**config.mk**
```make
export PLATFORM = sky130hd
export DESIGN_NAME = timer16
export DESIGN_NICKNAME = d
export VERILOG_FILES = /design/src/rtl/timer16_pkg.sv /design/src/rtl/timer16.sv
export SDC_FILE = /design/constraint.sdc
export NUM_CORES = 1
export LEC_CHECK = 0
export BUFFER_PORTS_ARGS = -buffer_cell sky130_fd_sc_hd__buf_2
export CAP_MARGIN = 20
export CORE_MARGIN = 4
export CORE_UTILIZATION = 39
export CTS_CLUSTER_DIAMETER = 100
export DETAILED_ROUTE_END_ITERATION = 8
export MAX_ROUTING_LAYER = met4
export PLACE_DENSITY = 0.61
export SYNTH_ARGS = -nofsm -noshare
export SYNTH_HDL_FRONTEND = slang
export SYNTH_HIERARCHICAL = 1
export SYNTH_SLANG_ARGS = --single-unit
```
**constraint.sdc**
```tcl
create_clock -name CLK_IN -period 2.45 [get_ports CLK_IN]
set_input_delay 0.1225 -clock CLK_IN [delete_from_list [all_inputs] [get_ports CLK_IN]]
set_output_delay 0.1225 -clock CLK_IN [all_outputs]
set_load 0.02 [all_outputs]
```
**src/rtl/timer16_pkg.sv**
```systemverilog
// Constants shared by the prescaled 16-bit timer and its capture/compare.
// Assumes the oscillator is the only clock and twelve phases make a cycle.
package timer16_pkg;

    // ------------------------------------------------------------------
    // Machine cycle phases
    // ------------------------------------------------------------------
    localparam int unsigned OSC_DIVIDE    = 12;
    localparam logic [3:0]  PHASE_CAPTURE = 4'h0;
    localparam logic [3:0]  PHASE_FIRST   = 4'h2;
    localparam logic [3:0]  PHASE_SECOND  = 4'h8;
    localparam logic [3:0]  PHASE_LAST    = 4'(OSC_DIVIDE - 1);

    // ------------------------------------------------------------------
    // Source and prescaler selections
    // ------------------------------------------------------------------
    localparam logic [1:0] SRC_HALT     = 2'h0;
    localparam logic [1:0] SRC_OSC      = 2'h1;
    localparam logic [1:0] SRC_RESERVED = 2'h2;
    localparam logic [1:0] SRC_EXT      = 2'h3;
    localparam logic [1:0] PRE_DIV1     = 2'h0;
    localparam logic [1:0] PRE_DIV2     = 2'h1;
    localparam logic [1:0] PRE_DIV4     = 2'h2;
    localparam logic [1:0] PRE_DIV8     = 2'h3;
    localparam logic [2:0] MASK_DIV1    = 3'h0;
    localparam logic [2:0] MASK_DIV2    = 3'h1;
    localparam logic [2:0] MASK_DIV4    = 3'h3;
    localparam logic [2:0] MASK_DIV8    = 3'h7;
    localparam logic [2:0] PRESC_RESET  = 3'h0;

    // ------------------------------------------------------------------
    // Counter values, unit counts and compare actions
    // ------------------------------------------------------------------
    localparam logic [15:0] COUNT_RESET   = 16'h0000;
    localparam logic [15:0] COUNT_MAX     = 16'hffff;
    localparam logic [7:0]  BYTE_MAX      = 8'hff;
    localparam int unsigned CAPTURE_UNITS = 4;
    localparam int unsigned COMPARE_UNITS = 3;
    localparam logic [1:0]  ACT_NONE      = 2'h0;
    localparam logic [1:0]  ACT_SET       = 2'h1;
    localparam logic [1:0]  ACT_RESET     = 2'h2;
    localparam logic [1:0]  ACT_TOGGLE    = 2'h3;

endpackage

```
**src/rtl/timer16.sv**
```systemverilog
// Prescaled 16-bit up timer with overflow flags, capture and compare units.
// Assumes control bits are held by the register file outside, pins async.
`timescale 1ns/10ps

// --------------------------------------------------------------------------
// Pin synchroniser
// --------------------------------------------------------------------------
module sync_pin (
    input  wire logic clk_in,
    input  wire logic resetn_in,
    input  wire logic pin_in,
    output logic      level_out
);
    logic s1;
    logic s2;
    logic s3;

    // A change is taken once the second and third stages agree.
    always_ff @(posedge clk_in or negedge resetn_in) begin
        if (!resetn_in) begin
            s1        <= 1'b0;
            s2        <= 1'b0;
            s3        <= 1'b0;
            level_out <= 1'b0;
        end else begin
            s1 <= pin_in;
            s2 <= s1;
            s3 <= s2;
            if (s2 == s3) begin
                level_out <= s3;
            end
        end
    end
endmodule

module timer16
    import timer16_pkg::*;
(
    input  wire logic        CLK_IN,
    input  wire logic        RESETN_IN,
    input  wire logic        IDLE_IN,
    input  wire logic        EXTERNAL_COUNT_IN,
    input  wire logic        EXTERNAL_COUNTER_RESET_IN,
    input  wire logic [1:0]  SOURCE_SELECT_IN,
    input  wire logic [1:0]  PRESCALE_SELECT_IN,
    input  wire logic        EXTERNAL_RESET_ENABLE_IN,
    input  wire logic        OVERFLOW_IRQ_ENABLE_IN,
    input  wire logic        BYTE_OVERFLOW_IRQ_SELECT_IN,
    input  wire logic        WORD_OVERFLOW_IRQ_SELECT_IN,
    input  wire logic        BYTE_FLAG_CLEAR_IN,
    input  wire logic        WORD_FLAG_CLEAR_IN,
    input  wire logic [3:0]  CAPTURE_IN,
    input  wire logic [3:0]  CAPTURE_RISE_ENABLE_IN,
    input  wire logic [3:0]  CAPTURE_FALL_ENABLE_IN,
    input  wire logic [3:0]  CAPTURE_FLAG_CLEAR_IN,
    input  wire logic [47:0] COMPARE_VALUE_IN,
    input  wire logic [5:0]  COMPARE_ACTION_IN,
    input  wire logic [2:0]  COMPARE_FLAG_CLEAR_IN,
    output logic [7:0]       COUNT_HIGH_BYTE_OUT,
    output logic [7:0]       COUNT_LOW_BYTE_OUT,
    output logic             BYTE_OVERFLOW_FLAG_OUT,
    output logic             WORD_OVERFLOW_FLAG_OUT,
    output logic             OVERFLOW_IRQ_OUT,
    output logic [63:0]      CAPTURE_VALUE_OUT,
    output logic [3:0]       CAPTURE_FLAG_OUT,
    output logic [2:0]       COMPARE_FLAG_OUT,
    output logic [2:0]       COMPARE_PIN_OUT
);

    logic [3:0]  phase;
    logic        mc_end;
    logic        count_level;
    logic        reset_level;
    logic        reset_prev;
    logic        count_sample;
    logic        edge_early;
    logic        edge_late;
    logic        due_next;
    logic        due_later;
    logic        due_late2;
    logic        ext_due;
    logic        src_tick;
    logic [1:0]  source_prev;
    logic [1:0]  prescale_prev;
    logic        cfg_change;
    logic        ext_reset_event;
    logic        timer_clear;
    logic [2:0]  presc;
    logic [2:0]  presc_mask;
    logic        tick;
    logic [15:0] count;
    logic        low_wrap;
    logic        word_wrap;
    logic        byte_pend;
    logic        word_pend;
    logic        byte_set;
    logic        word_set;
    logic        inc_seen;

    // ------------------------------------------------------------------
    // Machine cycle sequencing
    // ------------------------------------------------------------------
    always_ff @(posedge CLK_IN or negedge RESETN_IN) begin
        if (!RESETN_IN) begin
            phase <= PHASE_CAPTURE;
        end else if (phase == PHASE_LAST) begin
            phase <= PHASE_CAPTURE;
        end else begin
            phase <= phase + 4'h1;
        end
    end

    assign mc_end = (phase == PHASE_LAST);

    // ------------------------------------------------------------------
    // External count edge detection
    // ------------------------------------------------------------------
    sync_pin u_count_sync (
        .clk_in    (CLK_IN),
        .resetn_in (RESETN_IN),
        .pin_in    (EXTERNAL_COUNT_IN),
        .level_out (count_level)
    );

    always_ff @(posedge CLK_IN or negedge RESETN_IN) begin
        if (!RESETN_IN) begin
            count_sample <= 1'b0;
            edge_early   <= 1'b0;
            edge_late    <= 1'b0;
            due_next     <= 1'b0;
            due_later    <= 1'b0;
            due_late2    <= 1'b0;
        end else begin
            if (phase == PHASE_FIRST || phase == PHASE_SECOND) begin
                count_sample <= count_level;
            end
            if (phase == PHASE_FIRST) begin
                edge_early <= !count_sample && count_level;
            end
            if (phase == PHASE_SECOND) begin
                edge_late <= !count_sample && count_level;
            end
            if (mc_end) begin
                due_next  <= edge_early;
                due_later <= edge_late;
                due_late2 <= due_later;
            end
        end
    end

    // An early edge and a late edge of the cycle before never fall due together, since count_sample stays high between them; the OR loses none.
    assign ext_due  = due_next || due_late2;
    assign src_tick = mc_end && ((SOURCE_SELECT_IN == SRC_OSC) ||
                      (SOURCE_SELECT_IN == SRC_EXT && ext_due));

    // ------------------------------------------------------------------
    // External reset and prescaler
    // ------------------------------------------------------------------
    sync_pin u_reset_sync (
        .clk_in    (CLK_IN),
        .resetn_in (RESETN_IN),
        .pin_in    (EXTERNAL_COUNTER_RESET_IN),
        .level_out (reset_level)
    );

    always_ff @(posedge CLK_IN or negedge RESETN_IN) begin
        if (!RESETN_IN) begin
            reset_prev    <= 1'b0;
            source_prev   <= SRC_HALT;
            prescale_prev <= PRE_DIV1;
        end else begin
            reset_prev    <= reset_level;
            source_prev   <= SOURCE_SELECT_IN;
            prescale_prev <= PRESCALE_SELECT_IN;
        end
    end

    assign ext_reset_event = EXTERNAL_RESET_ENABLE_IN &&
                             reset_level && !reset_prev;
    assign timer_clear = IDLE_IN || ext_reset_event;
    assign cfg_change  = (SOURCE_SELECT_IN != source_prev) ||
                         (PRESCALE_SELECT_IN != prescale_prev);

    always_comb begin
        unique case (PRESCALE_SELECT_IN)
            PRE_DIV1: presc_mask = MASK_DIV1;
            PRE_DIV2: presc_mask = MASK_DIV2;
            PRE_DIV4: presc_mask = MASK_DIV4;
            PRE_DIV8: presc_mask = MASK_DIV8;
        endcase
    end

    always_ff @(posedge CLK_IN or negedge RESETN_IN) begin
        if (!RESETN_IN) begin
            presc <= PRESC_RESET;
        end else if (timer_clear || cfg_change) begin
            presc <= PRESC_RESET;
        end else if (src_tick) begin
            presc <= presc + 3'h1;
        end
    end

    assign tick = src_tick && !timer_clear && !cfg_change &&
                  ((presc & presc_mask) == presc_mask);

    // ------------------------------------------------------------------
    // Counter and overflow flags
    // ------------------------------------------------------------------
    always_ff @(posedge CLK_IN or negedge RESETN_IN) begin
        if (!RESETN_IN) begin
            count <= COUNT_RESET;
        end else if (timer_clear) begin
            count <= COUNT_RESET;
        end else if (tick) begin
            count <= count + 16'h0001;
        end
    end

    // Bytes are read live; a carry between two reads can tear the word.
    assign COUNT_HIGH_BYTE_OUT = count[15:8];
    assign COUNT_LOW_BYTE_OUT  = count[7:0];
    assign low_wrap  = tick && (count[7:0] == BYTE_MAX);
    assign word_wrap = tick && (count == COUNT_MAX);

    always_ff @(posedge CLK_IN or negedge RESETN_IN) begin
        if (!RESETN_IN) begin
            byte_pend <= 1'b0;
            word_pend <= 1'b0;
        end else if (mc_end) begin
            byte_pend <= low_wrap;
            word_pend <= word_wrap;
        end
    end

    assign byte_set = mc_end && (byte_pend || word_pend);
    assign word_set = mc_end && word_pend;

    always_ff @(posedge CLK_IN or negedge RESETN_IN) begin
        if (!RESETN_IN) begin
            BYTE_OVERFLOW_FLAG_OUT <= 1'b0;
            WORD_OVERFLOW_FLAG_OUT <= 1'b0;
        end else begin
            if (byte_set) begin
                BYTE_OVERFLOW_FLAG_OUT <= 1'b1;
            end else if (BYTE_FLAG_CLEAR_IN) begin
                BYTE_OVERFLOW_FLAG_OUT <= 1'b0;
            end
            if (word_set) begin
                WORD_OVERFLOW_FLAG_OUT <= 1'b1;
            end else if (WORD_FLAG_CLEAR_IN) begin
                WORD_OVERFLOW_FLAG_OUT <= 1'b0;
            end
        end
    end

    assign OVERFLOW_IRQ_OUT = OVERFLOW_IRQ_ENABLE_IN &&
        ((BYTE_OVERFLOW_IRQ_SELECT_IN && BYTE_OVERFLOW_FLAG_OUT) ||
         (WORD_OVERFLOW_IRQ_SELECT_IN && WORD_OVERFLOW_FLAG_OUT));

    // ------------------------------------------------------------------
    // Capture units
    // ------------------------------------------------------------------
    for (genvar g = 0; g < CAPTURE_UNITS; g++) begin : g_capture
        logic        cap_level;
        logic        cap_sample;
        logic        cap_hit;
        logic [15:0] cap_value;
        logic        cap_flag;

        sync_pin u_cap_sync (
            .clk_in    (CLK_IN),
            .resetn_in (RESETN_IN),
            .pin_in    (CAPTURE_IN[g]),
            .level_out (cap_level)
        );

        always_ff @(posedge CLK_IN or negedge RESETN_IN) begin
            if (!RESETN_IN) begin
                cap_sample <= 1'b0;
                cap_hit    <= 1'b0;
                cap_value  <= COUNT_RESET;
                cap_flag   <= 1'b0;
            end else begin
                if (phase == PHASE_CAPTURE) begin
                    cap_sample <= cap_level;
                    cap_hit <= (CAPTURE_RISE_ENABLE_IN[g] &&
                                !cap_sample && cap_level) ||
                               (CAPTURE_FALL_ENABLE_IN[g] &&
                                cap_sample && !cap_level);
                end
                if (mc_end && cap_hit) begin
                    cap_value <= count;
                    cap_flag  <= 1'b1;
                end else if (CAPTURE_FLAG_CLEAR_IN[g]) begin
                    cap_flag <= 1'b0;
                end
            end
        end

        assign CAPTURE_VALUE_OUT[16*g +: 16] = cap_value;
        assign CAPTURE_FLAG_OUT[g]           = cap_flag;
    end

    // ------------------------------------------------------------------
    // Compare units
    // ------------------------------------------------------------------
    always_ff @(posedge CLK_IN or negedge RESETN_IN) begin
        if (!RESETN_IN) begin
            inc_seen <= 1'b0;
        end else if (mc_end) begin
            inc_seen <= tick;
        end
    end

    for (genvar g = 0; g < COMPARE_UNITS; g++) begin : g_compare
        logic       cmp_hit;
        logic [1:0] cmp_action;

        assign cmp_action = COMPARE_ACTION_IN[2*g +: 2];
        assign cmp_hit    = mc_end && inc_seen &&
                            (count == COMPARE_VALUE_IN[16*g +: 16]);

        always_ff @(posedge CLK_IN or negedge RESETN_IN) begin
            if (!RESETN_IN) begin
                COMPARE_FLAG_OUT[g] <= 1'b0;
                COMPARE_PIN_OUT[g]  <= 1'b0;
            end else begin
                if (cmp_hit) begin
                    COMPARE_FLAG_OUT[g] <= 1'b1;
                end else if (COMPARE_FLAG_CLEAR_IN[g]) begin
                    COMPARE_FLAG_OUT[g] <= 1'b0;
                end
                if (cmp_hit) begin
                    unique case (cmp_action)
                        ACT_NONE:   COMPARE_PIN_OUT[g] <= COMPARE_PIN_OUT[g];
                        ACT_SET:    COMPARE_PIN_OUT[g] <= 1'b1;
                        ACT_RESET:  COMPARE_PIN_OUT[g] <= 1'b0;
                        ACT_TOGGLE: COMPARE_PIN_OUT[g] <= !COMPARE_PIN_OUT[g];
                    endcase
                end
            end
        end
    end
endmodule

```
==> metrics list <==
- Worst Path Arrival: 2570 ps
* Combinational share of power: 0.058
- After clock tree synthesis, the clock-pin slew on the worst setup and hold paths is 60 ps.
* Path class of the lowest-slack min-delay path: in -> reg
- Across the routed clock network, the largest skew measured is 12.1 ps.
- The share of total power dissipated in the clock network is 0.475.
- I/O pin total: 181
* Setup crit start kind: flop
- Detailed routing inserted a total of 4829 vias.
- Traced cell by cell, the critical path runs through ha_1 > and3b_1 > o311a_2 > nand3_1 > or4_1 > a21oi_1.
* Residual overflow from global routing: 0
- Measured against its own limit, the worst slew margin works out to 0.543.
- The count of nets left with antenna violations once routing finished came out at 0.
- Placed cell count: 905
- Number of buffers added to fix hold violations after cts: 32
* Register area share after synthesis: 0.578
- Core footprint: 15800 um^2
* Chip height: 135 um
* Number of inserted filler cells in the final layout: 1384
- The run finished with clean final reports.
* Global-route usage over all layers: 0.199
- Of the total synthesized cell area, the portion taken by full adders, half adders and majority gates is 0.0207.
- Number of synthesized flops with an enable pin: 0
- Setup total negative slack on the finished layout was measured at 0 ps.
- Largest net degree at the start of global routing: 73
- dfrtp_1 is the most common cell in the netlist.
- The number of endpoints with negative hold slack in the final report was 0.
* Number of pins exceeding their max-slew limit in the final report: 0
* Number of warning messages in the yosys log: 6
- Initial antenna violation count: 0
- Cell chosen for the clock root: clkbuf_16
- Clock tree synthesis inserted a total of 17 buffers.
- Top_reg_cell synth: dfrtp_1
- Synthesized netlist cell count: 519
- Final #Nets: 833
- Yosys top cell area share: 0.578
- STA puts the critical path data required time at 2790 ps.
- Counting I/O delays and the setup requirement, the final critical path takes 2230 ps.
* Synth Area in Compound Gates: 0.0678
* Clock insertion delay at the later pin of the skew report: 420 ps
- Async set-reset flop share out of synthesis: 1.00
- Leading area contributor after synthesis: dfrtp_1
- Total of endpoints with negative setup slack in the final report: 0
- By area the synthesized netlist is led by dfrtp_1, mux2_2, xor2_1.
* VDD IR max: 0.446 mV
* Synth cell count leaders: dfrtp_1, mux2_2, nand2_1, xor2_1, o21ai_0
- Compared with the post-synthesis result, the final layout area differs by 33.6%.
- Counting along the longest clock path gives a buffer depth of 2.
* Unrepaired setup endpoints after global routing: no
- The H-tree generated during clock tree synthesis spans 4 levels.
- At the pin with the least slew margin, the transition time is 685 ps.
- GPL Wtd Cong: 0.889
- After layout, the design draws a total of 5.32 mW.
- Power per cell area: 635 nW/um^2
* Ant diodes: 0
- Total standard cell area after synthesis: 6280 um^2
- Before antenna repair, the detailed router went through 4 iterations.
- Per-cell via count in the routed design: 4.99
* Global-route wire length before repair: 27300 um
- For this block, the routed nets add up to 17100 um of wire.
- Of the cells placed in the final design, the portion with a size suffix greater than 1 is 0.410.
- After synthesis, the largest family of logic cells by area is multiplexers.
- After synthesis the netlist holds a flip-flop and latch count of 145.
- Simple-gate portion of the synthesized area: 0.103
- Utilization after layout: 0.530
* First DRT Iteration DRCs: 233
* Sinks on the clock net: 145
- Port buffering added 180 buffers.
- Summed over all nets, the switching power comes to 1.18 mW.
* Die X: 135 um
- The internal power of the cells totals 4.14 mW.
- Type of the setup path with the least slack: reg -> reg
* Achievable clock frequency: 448 MHz
- Proportion of synthesized area in mux cells: 0.118
- Setup Fix Bufs, Post-CTS: 0
- Of the total synthesized cell area, the portion taken by XOR and XNOR cells is 0.0753.
- TritonCTS built the clock tree.
* Max Fanout on Critical Path: 13
- Of the total power, the share spent switching nets is 0.222.
* Pleak: 4.36 nW
- The number of global-route vias before repair is 5103.
* Wire length per cell after detailed routing: 17.7 um
- Mean post-synth cell area: 12.1 um^2
- Row count: 46
- Post-CTS sizing: 0
- For this run, design rule violations remaining after detail routing come to 0.
* Type of element capturing the critical path: flop
- Detailed placement finished with a half-perimeter wire length of 12500 um.
* Initial standard-cell utilization of the core: 0.397
* Total of max-cap violations: 0
- Power share of the sequential group: 0.467
* Synthesized net count: 612
- Number of library cell types mapped by synthesis: 45
- The die covers 18200 um^2.
* Largest stage delay on the critical path: 580 ps
* Slowest cell on the critical path: or4_1
- Final Instance Count excl. Fillers: 968
* Final period utilization: 0.912
layout by cell type, fill, tap and decap left out, drive strengths merged, types with 4 or more instances in the layout:
| master | n |
|---|---|
| a31oi | 6 |
| clkinv | 4 |
| maj3 | 6 |
| nor2 | 18 |
| or4 | 4 |
| o311ai | 5 |
| nor2b | 4 |
| ha | 5 |
| nand2 | 43 |
| nand3b | 8 |
| o21ai | 23 |
| dfrtp | 145 |
| nand3 | 17 |
| nand4 | 8 |
| clkbuf | 20 |
| o31ai | 9 |
| mux2 | 64 |
| xnor2 | 17 |
| a31o | 4 |
| xor2 | 37 |
| a21oi | 6 |
| dlygate4sd3 | 32 |
| buf | 202 |
| inv | 23 |
| nor4 | 11 |
power by group through the flow:
stage / logic, mW / registers [mW] / clock network, mW
2_1_floorplan: 0.111 / 2.52 / 0
3_3_place_gp: 0.262 / 2.53 / 0
3_5_place_dp: 0.268 / 2.53 / 0
4_1_cts: 0.315 / 2.49 / 2.60
5_1_grt: 0.347 / 2.49 / 2.72
6_report: 0.310 / 2.48 / 2.53
through the flow:
step           setup slack [ps]  hold slack (ps)  instance area, um^2
3_5_place_dp                229              198                 7490
5_1_grt                    23.9             42.7                 8390
2_1_floorplan               532             -173                 6280
6_report                    216             52.0                 8390
3_3_place_gp                311              188                 7490
4_1_cts                     223             24.3                 8390
path summary, 6_finish.rpt:
path / from / end / slack (ps) / cells after the start
max: phase[1] / count[9] / 220 / 6
min: COMPARE_ACTION_IN[3] / COMPARE_PIN_OUT[1] / 50 / 4
max reg2reg: phase[1] / count[9] / 220 / 6
min reg2reg: u_reset_sync/s1 / u_reset_sync/s2 / 350 / 0
max in group asynchronous: RESETN_IN / g_capture[0].cap_value[15] / 1480 / 3
min in group asynchronous: RESETN_IN / u_count_sync/s1 / 300 / 2
flip-flops by register name, indices dropped and copies added, names as in the netlist, 2 cells and up:
name and flops:
COMPARE_FLAG_OUT 3, COMPARE_PIN_OUT 3, count 16, g_capture.cap_flag 4
g_capture.cap_hit 4, g_capture.cap_sample 4, g_capture.cap_value 64, g_capture.u_cap_sync/level_out 4
g_capture.u_cap_sync/s1 4, g_capture.u_cap_sync/s2 4, g_capture.u_cap_sync/s3 4, phase 4
presc 3, prescale_prev 2, source_prev 2
layout make-up:
cell class                 count  area (um^2)  area share
inverter                      21         78.8     0.00940
clock inverter                11          131      0.0157
sequential                   145         3630       0.433
multi-input combinational    321         2410       0.288
clock buffer                  20          447      0.0533
timing repair buffer         234         1420       0.169
tap                          216          270      0.0322
metal layers:
layer / GRT usage / part of all wire
met5: - / 0
met4: 0.0594 / 0.015
met3: 0.0540 / 0.073
met2: 0.327 / 0.49
met1: 0.243 / 0.42
cell families after synthesis:
family          after synthesis
mux                          66
compound gates               64
simple gates                126
xor+xnor                     54
flops                       145
fa+ha+maj                    11
buf+inv                      53
worst max-delay path, delay by kind of cell (launching register included):
family          cells  cell delay (ps)
simple gates        3             1120
compound gates      2              420
flops               1              400
fa+ha+maj           1              230
Power figures use the tool's default switching activity.
